File: config.mk
export PLATFORM = sky130hd
export DESIGN_NAME = ucec_top
export DESIGN_NICKNAME = d
export VERILOG_FILES = /design/src/ucec_pkg.sv /design/src/ucec_top.sv
export VERILOG_INCLUDE_DIRS = /design/src
export SDC_FILE = /design/constraint.sdc
export NUM_CORES = 1
export LEC_CHECK = 0
export ABC_AREA = 1
export BUFFER_PORTS_ARGS = -buffer_cell sky130_fd_sc_hd__buf_2
export CORE_AREA = 3 3 134 265
export DETAILED_ROUTE_END_ITERATION = 12
export DIE_AREA = 0 0 137 268
export GPL_ROUTABILITY_DRIVEN = 0
export HOLD_SLACK_MARGIN = 0.1
export PLACE_DENSITY = 0.56
export SLEW_MARGIN = 20
export SYNTH_ARGS = -nofsm -noshare
export SYNTH_HDL_FRONTEND = slang
export SYNTH_SLANG_ARGS = --single-unit
File: constraint.sdc
create_clock -name mclk_i -period 2.8 [get_ports mclk_i]
set_input_delay 0.56 -clock mclk_i [delete_from_list [all_inputs] [get_ports mclk_i]]
set_output_delay 0.56 -clock mclk_i [all_outputs]
set_load 0.01 [all_outputs]
File: src/ucec_defines.svh
`ifndef UCEC_DEFINES_SVH
`define UCEC_DEFINES_SVH

`define UCEC_CR_ADDR       8'h12
`define UCEC_SR_ADDR       8'h11
`define UCEC_DATA_ADDR     8'h14
`define UCEC_MODE_ADDR     8'h15

`define UCEC_CR_LOCK       7
`define UCEC_CR_TXEN       6
`define UCEC_CR_RXEN       5

`define UCEC_CMD_NONE      5'h00
`define UCEC_CMD_RST_RX    5'h02
`define UCEC_CMD_RST_TX    5'h03
`define UCEC_CMD_RST_ERR   5'h04

`define UCEC_SR_BRK        7
`define UCEC_SR_PE         6
`define UCEC_SR_FE         5
`define UCEC_SR_OV         4
`define UCEC_SR_TXIDLE     3
`define UCEC_SR_TRANSMIT_SPACE_AVAILABLE_FLAG      2
`define UCEC_SR_RXFULL     1
`define UCEC_SR_RXRDY      0

`define UCEC_MODE_WAKE     0
`define UCEC_MODE_PAR      1
`define UCEC_MODE_RESET    8'h00

`define UCEC_DATA_W        8
`define UCEC_FIFO_DEPTH    8
`define UCEC_CLK_HZ        50000000
`define UCEC_BAUD          115200
`define UCEC_DIV16         (`UCEC_CLK_HZ / (`UCEC_BAUD * 16))

`endif

File: src/ucec_pkg.sv
package ucec_pkg;
	typedef enum logic [1:0] {
		UCEC_RX_IDLE  = 2'b00,
		UCEC_RX_START = 2'b01,
		UCEC_RX_DATA  = 2'b10,
		UCEC_RX_STOP  = 2'b11
	} ucec_rx_state_t;

	typedef enum logic [0:0] {
		UCEC_TX_IDLE  = 1'b0,
		UCEC_TX_SHIFT = 1'b1
	} ucec_tx_state_t;
endpackage

File: src/ucec_top.sv
`timescale 1ns/10ps
`include "ucec_defines.svh"

module ucec_fifo #(
	parameter int W = 8,
	parameter int D = 8
) (
	input  wire logic         mclk_i,
	input  wire logic         reset_n_i,
	input  wire logic         flush_i,
	input  wire logic         in_valid_i,
	output logic              in_ready_o,
	input  wire logic [W-1:0] in_data_i,
	output logic              out_valid_o,
	input  wire logic         out_ready_i,
	output logic [W-1:0]      out_data_o
);
	localparam int AW = $clog2(D);
	logic [W-1:0]  mem_r [D];
	logic [AW-1:0] wp_r;
	logic [AW-1:0] rp_r;
	logic [AW:0]   cnt_r;
	wire           push = in_valid_i & in_ready_o;
	wire           pop  = out_valid_o & out_ready_i;

	assign in_ready_o  = (cnt_r != D[AW:0]);
	assign out_valid_o = (cnt_r != '0);
	assign out_data_o  = mem_r[rp_r];

	always_ff @(posedge mclk_i)
	begin
		if (push)
			mem_r[wp_r] <= in_data_i;
	end

	// reset and flush are the only paths that rewind pointers
	always_ff @(posedge mclk_i)
	begin
		if (!reset_n_i || flush_i)
		begin
			wp_r  <= '0;
			rp_r  <= '0;
			cnt_r <= '0;
		end
		else
		begin
			if (push)
				wp_r <= (wp_r == AW'(D - 1)) ? '0 : wp_r + 1'b1;
			if (pop)
				rp_r <= (rp_r == AW'(D - 1)) ? '0 : rp_r + 1'b1;
			cnt_r <= cnt_r + (AW+1)'(push) - (AW+1)'(pop);
		end
	end
endmodule // ucec_fifo

module ucec_top (
	input  wire logic       mclk_i,
	input  wire logic       reset_n_i,
	input  wire logic [7:0] addr_i,
	input  wire logic       wr_en_i,
	input  wire logic       rd_en_i,
	input  wire logic [7:0] wdata_i,
	output logic [7:0]      rdata_o,
	input  wire logic       rxd_i,
	output logic            txd_o,
	output logic            transmit_space_available_flag_o,
	output logic            rxrdy_o
);
	import ucec_pkg::*;

	ucec_pkg::ucec_rx_state_t rx_state_r;
	ucec_pkg::ucec_tx_state_t tx_state_r;
	logic       tx_en_r;
	logic       rx_en_r;
	logic [7:0] mode_r;
	logic       brk_r;
	logic       pe_r;
	logic       fe_r;
	logic       ov_r;
	logic       rxd_m_r;
	logic       rxd_s_r;
	logic [7:0] div_r;
	logic [3:0] rx_ph_r;
	logic [3:0] rx_bit_r;
	logic [8:0] rx_sr_r;
	logic       rx_push_r;
	logic [7:0] rx_push_data_r;
	logic [3:0] tx_ph_r;
	logic [3:0] tx_bit_r;
	logic [10:0] tx_sr_r;

	// command register decode, all fields from one write
	wire       cr_wr     = wr_en_i && (addr_i == `UCEC_CR_ADDR);
	wire [4:0] cr_cmd    = wdata_i[4:0];
	wire       cr_upd    = cr_wr && wdata_i[`UCEC_CR_LOCK];
	wire       cmd_rstrx = cr_wr && (cr_cmd == `UCEC_CMD_RST_RX);
	wire       cmd_rsttx = cr_wr && (cr_cmd == `UCEC_CMD_RST_TX);
	wire       cmd_rsterr = cr_wr && (cr_cmd == `UCEC_CMD_RST_ERR);
	wire       mode_wr   = wr_en_i && (addr_i == `UCEC_MODE_ADDR);
	wire       data_wr   = wr_en_i && (addr_i == `UCEC_DATA_ADDR);
	wire       data_rd   = rd_en_i && (addr_i == `UCEC_DATA_ADDR);
	wire       par_en    = mode_r[`UCEC_MODE_PAR];
	wire       wake_en   = mode_r[`UCEC_MODE_WAKE];
	wire       rx_active = rx_en_r || wake_en;
	wire       tick16    = (div_r == 8'(`UCEC_DIV16 - 1));

	wire       txq_in_ready;
	wire       txq_out_valid;
	wire [7:0] txq_out_data;
	wire       rxq_in_ready;
	wire       rxq_out_valid;
	wire [7:0] rxq_out_data;
	wire       rxq_full = !rxq_in_ready;
	// host pushes only while enabled; the queue drains regardless
	wire       txq_push = data_wr && tx_en_r;
	wire       tx_load  = (tx_state_r == UCEC_TX_IDLE) && txq_out_valid;
	wire       tx_idle  = tx_en_r && (tx_state_r == UCEC_TX_IDLE) && !txq_out_valid;
	wire       transmit_space_available_flag    = tx_en_r && txq_in_ready;
	wire [3:0] tx_last  = par_en ? 4'hA : 4'h9;
	wire       tx_par   = ^txq_out_data;

	wire [3:0] rx_last  = par_en ? 4'h8 : 4'h7;
	wire [7:0] rx_data  = par_en ? rx_sr_r[7:0] : rx_sr_r[8:1];
	wire       rx_stop_ev = (rx_state_r == UCEC_RX_STOP) && tick16 && (rx_ph_r == 4'hF);
	wire       fe_set   = rx_stop_ev && !rxd_s_r;
	wire       brk_set  = fe_set && (rx_data == 8'h00);
	wire       pe_set   = rx_stop_ev && par_en && (^rx_sr_r);
	wire       ov_set   = rx_push_r && rxq_full;

	wire [7:0] status_w = {brk_r, pe_r, fe_r, ov_r, tx_idle, transmit_space_available_flag, rxq_full, rxq_out_valid};
	wire [7:0] rd_mux   = (addr_i == `UCEC_SR_ADDR)   ? status_w :
	                      (addr_i == `UCEC_DATA_ADDR) ? rxq_out_data :
	                      (addr_i == `UCEC_MODE_ADDR) ? mode_r : 8'h00;

	ucec_fifo #(.W(`UCEC_DATA_W), .D(`UCEC_FIFO_DEPTH)) u_txq (
		.mclk_i      (mclk_i),
		.reset_n_i   (reset_n_i),
		.flush_i     (cmd_rsttx),
		.in_valid_i  (txq_push),
		.in_ready_o  (txq_in_ready),
		.in_data_i   (wdata_i),
		.out_valid_o (txq_out_valid),
		.out_ready_i (tx_load),
		.out_data_o  (txq_out_data)
	);

	// only the reset command flushes; disable leaves queued data alone
	ucec_fifo #(.W(`UCEC_DATA_W), .D(`UCEC_FIFO_DEPTH)) u_rxq (
		.mclk_i      (mclk_i),
		.reset_n_i   (reset_n_i),
		.flush_i     (cmd_rstrx),
		.in_valid_i  (rx_push_r),
		.in_ready_o  (rxq_in_ready),
		.in_data_i   (rx_push_data_r),
		.out_valid_o (rxq_out_valid),
		.out_ready_i (data_rd),
		.out_data_o  (rxq_out_data)
	);

	// reset command clears enable, a same-write update then wins
	always_ff @(posedge mclk_i)
	begin
		if (!reset_n_i)
		begin
			tx_en_r <= 1'b0;
			rx_en_r <= 1'b0;
		end
		else if (cr_upd)
		begin
			tx_en_r <= wdata_i[`UCEC_CR_TXEN];
			rx_en_r <= wdata_i[`UCEC_CR_RXEN];
		end
		else
		begin
			tx_en_r <= tx_en_r && !cmd_rsttx;
			rx_en_r <= rx_en_r && !cmd_rstrx;
		end
	end

	always_ff @(posedge mclk_i)
	begin
		if (!reset_n_i)
			mode_r <= `UCEC_MODE_RESET;
		else if (mode_wr)
			mode_r <= wdata_i;
	end

	// set wins over clear; rx disable touches none of these
	always_ff @(posedge mclk_i)
	begin
		if (!reset_n_i)
		begin
			brk_r <= 1'b0;
			pe_r  <= 1'b0;
			fe_r  <= 1'b0;
			ov_r  <= 1'b0;
		end
		else
		begin
			brk_r <= (brk_r && !(cmd_rsterr || cmd_rstrx)) || brk_set;
			pe_r  <= (pe_r  && !(cmd_rsterr || cmd_rstrx)) || pe_set;
			fe_r  <= (fe_r  && !(cmd_rsterr || cmd_rstrx)) || fe_set;
			ov_r  <= (ov_r  && !(cmd_rsterr || cmd_rstrx)) || ov_set;
		end
	end

	// pin synchroniser and 16x bit clock enable
	always_ff @(posedge mclk_i)
	begin
		if (!reset_n_i)
		begin
			rxd_m_r <= 1'b1;
			rxd_s_r <= 1'b1;
			div_r   <= 8'h00;
		end
		else
		begin
			rxd_m_r <= rxd_i;
			rxd_s_r <= rxd_m_r;
			div_r   <= tick16 ? 8'h00 : div_r + 8'h01;
		end
	end

	// receiver: a disable abort leaves queue and flags as they are; the rx reset command clears both
	always_ff @(posedge mclk_i)
	begin
		if (!reset_n_i || !rx_active || cmd_rstrx)
		begin
			rx_state_r <= UCEC_RX_IDLE;
			rx_ph_r    <= 4'h0;
			rx_bit_r   <= 4'h0;
			rx_push_r  <= 1'b0;
		end
		else
		begin
			rx_push_r <= rx_stop_ev && !fe_set;
			case (rx_state_r)
				UCEC_RX_IDLE:
				begin
					rx_ph_r <= 4'h0;
					if (!rxd_s_r)
						rx_state_r <= UCEC_RX_START;
				end
				UCEC_RX_START:
					if (tick16)
					begin
						rx_ph_r <= rx_ph_r + 4'h1;
						if (rx_ph_r == 4'h7)
						begin
							rx_ph_r    <= 4'h0;
							rx_bit_r   <= 4'h0;
							// mid-bit recheck filters glitches
							rx_state_r <= rxd_s_r ? UCEC_RX_IDLE : UCEC_RX_DATA;
						end
					end
				UCEC_RX_DATA:
					if (tick16)
					begin
						rx_ph_r <= rx_ph_r + 4'h1;
						if (rx_ph_r == 4'hF)
						begin
							rx_bit_r <= rx_bit_r + 4'h1;
							if (rx_bit_r == rx_last)
								rx_state_r <= UCEC_RX_STOP;
						end
					end
				UCEC_RX_STOP:
					if (tick16)
					begin
						rx_ph_r <= rx_ph_r + 4'h1;
						if (rx_ph_r == 4'hF)
							rx_state_r <= UCEC_RX_IDLE;
					end
				default:
					rx_state_r <= UCEC_RX_IDLE;
			endcase
		end
	end

	always_ff @(posedge mclk_i)
	begin
		if (!reset_n_i)
		begin
			rx_sr_r        <= 9'h000;
			rx_push_data_r <= 8'h00;
		end
		else
		begin
			if (rx_state_r == UCEC_RX_DATA && tick16 && rx_ph_r == 4'hF)
				rx_sr_r <= {rxd_s_r, rx_sr_r[8:1]};
			if (rx_stop_ev)
				rx_push_data_r <= rx_data;
		end
	end

	// transmitter: frame is start, data lsb first, optional even parity, stop
	always_ff @(posedge mclk_i)
	begin
		if (!reset_n_i || cmd_rsttx)
		begin
			tx_state_r <= UCEC_TX_IDLE;
			tx_sr_r    <= 11'h7FF;
			tx_ph_r    <= 4'h0;
			tx_bit_r   <= 4'h0;
		end
		else
		begin
			case (tx_state_r)
				UCEC_TX_IDLE:
					if (tx_load)
					begin
						tx_sr_r    <= par_en ? {1'b1, tx_par, txq_out_data, 1'b0}
						                     : {2'b11, txq_out_data, 1'b0};
						tx_ph_r    <= 4'h0;
						tx_bit_r   <= 4'h0;
						tx_state_r <= UCEC_TX_SHIFT;
					end
				UCEC_TX_SHIFT:
					if (tick16)
					begin
						tx_ph_r <= tx_ph_r + 4'h1;
						if (tx_ph_r == 4'hF)
						begin
							tx_sr_r  <= {1'b1, tx_sr_r[10:1]};
							tx_bit_r <= tx_bit_r + 4'h1;
							if (tx_bit_r == tx_last)
								tx_state_r <= UCEC_TX_IDLE;
						end
					end
				default:
					tx_state_r <= UCEC_TX_IDLE;
			endcase
		end
	end

	always_ff @(posedge mclk_i)
	begin
		if (!reset_n_i)
		begin
			txd_o   <= 1'b1;
			transmit_space_available_flag_o <= 1'b0;
			rxrdy_o <= 1'b0;
			rdata_o <= 8'h00;
		end
		else
		begin
			txd_o   <= (tx_state_r == UCEC_TX_SHIFT) ? tx_sr_r[0] : 1'b1;
			transmit_space_available_flag_o <= transmit_space_available_flag;
			rxrdy_o <= rxq_out_valid;
			rdata_o <= rd_en_i ? rd_mux : rdata_o;
		end
	end
endmodule // ucec_top
# Word-level counts from Yosys, hierarchy flattened
# Memories as Yosys holds them, arrays and structs flattened. A register that Yosys moved wholly into a read port is not among the register bits.
# Cells that the tools add are included.
dict set report op_classes {
  addsub 13
  n_eq_ne 34
  muxes 55
  bitwise_logic 6
  n_reduce_logical 63
}
# cell count
set ops {}
lappend ops {{$mux 4} 12}
lappend ops {{$eq 8x5->1 const B} 5}
lappend ops {{$mux 11} 3}
lappend ops {{$mux 8} 4}
lappend ops {{$logic_and 1x1->1} 29}
lappend ops {{$mux 3} 8}
lappend ops {{$pmux 4 s2} 3}
lappend ops {{$pmux 11 s2} 1}
lappend ops {{$mux 2} 10}
lappend ops {{$add 4x1->4 const B} 4}
lappend ops {{$ne 2x2->1 const B} 7}
lappend ops {{$add 3x1->3 const B} 4}
lappend ops {{$eq 3x3->1 const B} 4}
lappend ops {{$pmux 4 s3} 1}
lappend ops {{$eq 5x2->1 const B} 2}
lappend ops {{$logic_or 1x1->1} 10}
lappend ops {{$mux 1} 10}
lappend ops {{$mux 10} 1}
lappend ops {{$ne 2x1->1 const B} 5}
lappend ops {{$logic_not 1->1} 9}
lappend ops {{$reduce_xor 9->1} 1}
lappend ops {{$add 4x1->4} 2}
lappend ops {{$add 8x1->8 const B} 1}
lappend ops {{$eq 4x4->1} 2}
lappend ops {{21 further kinds} 33}
dict set report totals {
  reg_bits 103
  ram_bits 128
  out_inout_bits 11
  elab_cells 203
  n_memories 2
}
# memory depth width read_ports rd_clocked_by_memory_dff write_ports line
set mem_list {}
lappend mem_list {u_rxq.mem_r 8 8 1 1 1 ucec_top.sv:19} ;# logic [W-1:0] mem_r [D];
lappend mem_list {u_txq.mem_r 8 8 1 1 1 ucec_top.sv:19}

# Depth between registers and ports, before layout
dict set report depth {
  ltp_word 7
  depth_mapped 17
}

# Hierarchy
# A second synthesis with hierarchy kept.
dict set report unflattened {
  hier_cells 1332
  hier_area_um2 11202.0
}
# mod n_inst cells_per_inst area_per_inst_um2
set modules_own_cells {}
lappend modules_own_cells {ucec_fifo 2 371 3564.7}
lappend modules_own_cells {ucec_top 1 590 4072.7}

# Worst setup path before layout
# OpenSTA, ideal clock, no wires.
dict set report synth_path {
  path_type {input port to flip-flop}
  from {input port addr_i[7]}
  to {memory u_txq.mem_r[1][0], enable pin}
  setup_time_ns 0.383
  arrival_ns 2.041
  path_slack_ns 0.375
  cell_stages 9
  n_path_buf 0
  cell_sequence {nor2_1 -> nand2_1 -> inv_2 -> nand2_1 -> nor3_1 -> nand2_1 -> nor2_1 -> inv_2 -> nor3_1}
}
dict set report synth_via {
  elab_chain_cells 6
}
# element line
set synth_lines {}
lappend synth_lines {{start: declaration} ucec_top.sv:59} ;# input wire logic [7:0] addr_i,
lappend synth_lines {{$eq 8x5->1 (no line)} --}
lappend synth_lines {{$logic_and 1x1->1} ucec_top.sv:100} ;# wire data_wr = wr_en_i && (addr_i == `UCEC_DATA_ADDR);
lappend synth_lines {{$logic_and 1x1->1} ucec_top.sv:115} ;# wire txq_push = data_wr && tx_en_r;
lappend synth_lines {{$and 1x1->1} ucec_top.sv:23} ;# wire push = in_valid_i & in_ready_o;
lappend synth_lines {{$mux 1} ucec_top.sv:32} ;# if (push)
lappend synth_lines {{$mux 1 (not written as such)} ucec_top.sv:33} ;# mem_r[wp_r] <= in_data_i;
lappend synth_lines {{end: declaration} ucec_top.sv:19}
# No other way between the ends.

# Final worst setup path
dict set report layout_path {
  from {register u_rxq.cnt_r[2]}
  to {register u_rxq.cnt_r[2]}
}
# element line
set layout_rtl {}
lappend layout_rtl {{start: declaration} ucec_top.sv:22} ;# logic [AW:0] cnt_r;
lappend layout_rtl {{start signal: assignment} ucec_top.sv:51} ;# cnt_r <= cnt_r + (AW+1)'(push) - (AW+1)'(pop);
lappend layout_rtl {{$reduce_bool 4->1} ucec_top.sv:27} ;# assign out_valid_o = (cnt_r != '0);
lappend layout_rtl {{$and 1x1->1} ucec_top.sv:24} ;# wire pop = out_valid_o & out_ready_i;
lappend layout_rtl {{net u_rxq.pop} ucec_top.sv:24}
lappend layout_rtl {{$sub 4x1->4} ucec_top.sv:51}
# The timed path passes the listed nets, and every way through them passes these cells.
# A chain may end at the register's enable or synchronous reset.

==> out/qor.csv <==
metric,value,unit
grt_setup_unrepaired,false,
drc,0,
wl_per_cell,16.0,µm
first_iter_violations,405,
post-route-util,36.5,%
timing.reg2reg.setup_slack,0.56,ns
criticalPathCategory,reg -> reg,
hold_path.class,in -> reg,
dieArea,36700,µm²
status,finished clean,
finalNetCount,1297,
area_growth,15.6,%
setup_viol,0,
synth_top_cell_by_area,edfxtp_1,
vias,7978,
initial_core_util,31.6,%
dr.pass1.iters,6,
power-per-cell-area,759,nW/µm²
power_leakage,0.00493,µW
timing.rr.end,u_rxq.cnt_r[2],
cts_buffers,22,
place_hpwl,20400,µm
drive_gt1_share,13.4,%
fin_crit_sh,80.1,%
cts_root_buf,clkbuf_16,
min_from,rxd_i,
antenna_found_initial,0,
postCtsHoldBufs,0,
worst_pin_slew,0.806,ns
synth.area.top_cells,"edfxtp_1 (36%), dfxtp_1 (20%), nand2_1 (9.5%)",
cpPeakStageDelay,0.39,ns
worstPathRequired,3.21,ns
die-width,137,µm
ir_drop,0.366,mV
synthesis.area,10700,µm²
cap_violations,0,
fin_crit,2.24,ns
wl,27300,µm
rows,95,
grt_pass1_vias,8134,
core_area,33800,µm²
clock_path_buffers,3,
antenna_left,0,
fin_skew,0.0255,ns
worstPathCellList,inv_1 > ha_1 > nand2_1 > and3_1 > ha_1 > inv_1 > ha_1 > fa_1 > xnor2_1 > nor2_1,
synth_cell_types,50,
yosysSeqAreaShare,56.3,%
ctsResizeCount,0,
r2r_cells,10,
htreeDepth,1,
start_kind,register,
hold_depth,2,
grt_pass1_wl,42700,µm
port-buffer-count,31,
synth_top_area_share,36.1,%
overflow,0,
clk_pin_slew,0.06,ns
reg2reg_from,u_rxq.cnt_r[2],
grt_max_degree,34,
synth.avg_cell_area,8.91,µm²
max_freq,446,MHz
ys_seq_elements,236,
postCtsSetupBuffers,0,
syn_inst,1197,
endpoint_kind,register,
vias_per_cell,4.69,
clock-sinks,236,
arrival,2.66,ns
cpMostUsedCell,ha_1,
grt_usage,15.0,%
cts_tree,built,
finalSetupTns,0,ns
path_max_fanout,4,
ys_warn_count,0,
clk_latency,0.53,ns
hold_viol,0,
synth_nets,1246,
hold_path_end,rxd_m_r,
maxSlewHeadroom,46.2,%
diodes,0,
die_y,268,µm
drv_slew,0,
slowest_stage,fa_1,
io_pins,32,
==> Yosys cell counts, drive strengths merged <==
master / instances
o41ai: 4
o31ai: 1
clkbuf: 19
nand4: 5
a2bb2oi: 1
nor3: 22
nor4b: 1
or2: 7
a311oi: 1
ha: 26
xnor2: 7
dfxtp: 108
fa: 2
o211ai: 18
and3: 2
buf: 22
o21ai: 75
edfxtp: 128
xor2: 10
o221ai: 2
nor3b: 1
nor2: 136
nand2: 277
a211oi: 7
o21a: 1
o22ai: 1
a31oi: 1
nand3: 78
inv: 151
nor4: 1
a21oi: 81
mux2i: 1
==> where the power goes <==
part | switching [µW] | total, µW | internal [µW]
registers | 97.4 | 3860 | 3770
logic | 1260 | 1850 | 588
clock network | 1340 | 3640 | 2290
==> state kept, by name, summed over array words and instances (netlist names), 8 cells and up, named ones only <==
register and flops:
mode_r 8, rdata_o 8, rx_push_data_r 8, div_r 8
u_txq.mem_r 64, tx_sr_r 10, u_rxq.mem_r 64, rx_sr_r 9
==> worst max path at each step <==
stage | start | end | slack, ns | cells after the start
final | u_rxq.cnt_r[2] | u_rxq.cnt_r[2] | 0.56 | 10
after detailed placement | addr_i[7] | u_rxq.cnt_r[2] | 0.11 | 13
after floorplan | addr_i[7] | u_txq.mem_r[1][0] | 0.38 | 9
after global placement | addr_i[7] | u_rxq.cnt_r[2] | 0.11 | 13
after global routing | addr_i[7] | u_rxq.cnt_r[3] | 0.41 | 14
after CTS | u_rxq.cnt_r[2] | u_rxq.cnt_r[2] | 0.52 | 10
==> metrics by stage <==
| step | std cells | total power, µW | setup slack [ns] | hold WS (ns) | cell area [µm²] |
|---|---|---|---|---|---|
| final | 1700 | 9350 | 0.558 | 0.250 | 12300 |
| after global routing | 1700 | 9870 | 0.414 | 0.236 | 12300 |
| after CTS | 1700 | 9450 | 0.517 | 0.231 | 12300 |
| after detailed placement | 1660 | 5810 | 0.106 | 0.411 | 11400 |
| after global placement | 1660 | 5770 | 0.113 | 0.412 | 11400 |
| after floorplan | 1197 | 5360 | 0.375 | 0.393 | 10700 |
==> logic make-up (layout without fill, tap and decap cells) <==
group                      after synthesis  after routing  share of synthesized area (%)
AOI/OAI and AO/OA                      193            193                           10.5
xor gates and xnor gates                17             17                           1.40
adders and majority gates               28             28                           3.43
buffers and inverters                  192            259                           7.17
DFF                                    236            236                           56.3
muxes                                    1              1                         0.0939
and+or+nand+nor                        530            530                           21.1
==> metal layers <==
layer	part of all wire, %	vias to the layer above	track usage (%)
met2	58	126	30.6
li1	-	4050	-
met5	0	-	0
met1	34	3737	14.3
met4	5.6	0	7.88
met3	2.5	65	1.35
==> critical path, delay by kind of cell, from the launching register on <==
family,cells,cell delay [ns]
and+or+nand+nor,3,0.49
adders and majority gates,4,1.06
DFF,1,0.30
buffers and inverters,2,0.13
xor gates and xnor gates,1,0.16
==> area by class of cell <==
type | instances | area, µm²
Multi-Input combinational cell | 769 | 3890
Timing Repair Buffer | 68 | 433
Sequential cell | 236 | 6010
Fill cell | 3457 | 21400
Clock buffer | 25 | 562
Clock inverter | 15 | 323
Tap cell | 436 | 546
Inverter | 151 | 567
==> cell usage in the layout (no fill, tap or decap), types with 14 or more instances in the layout <==
master and count:
buf_2 31, nand3_1 77, o21ai_0 58, inv_2 29, dfxtp_1 108, a21oi_1 80, o211ai_1 14, inv_1 122
buf_4 37, nor3_1 18, clkbuf_16 22, o21ai_1 15, nor2_1 130, ha_1 26, nand2_1 271, edfxtp_1 128
(Power assumes the default switching activity.)
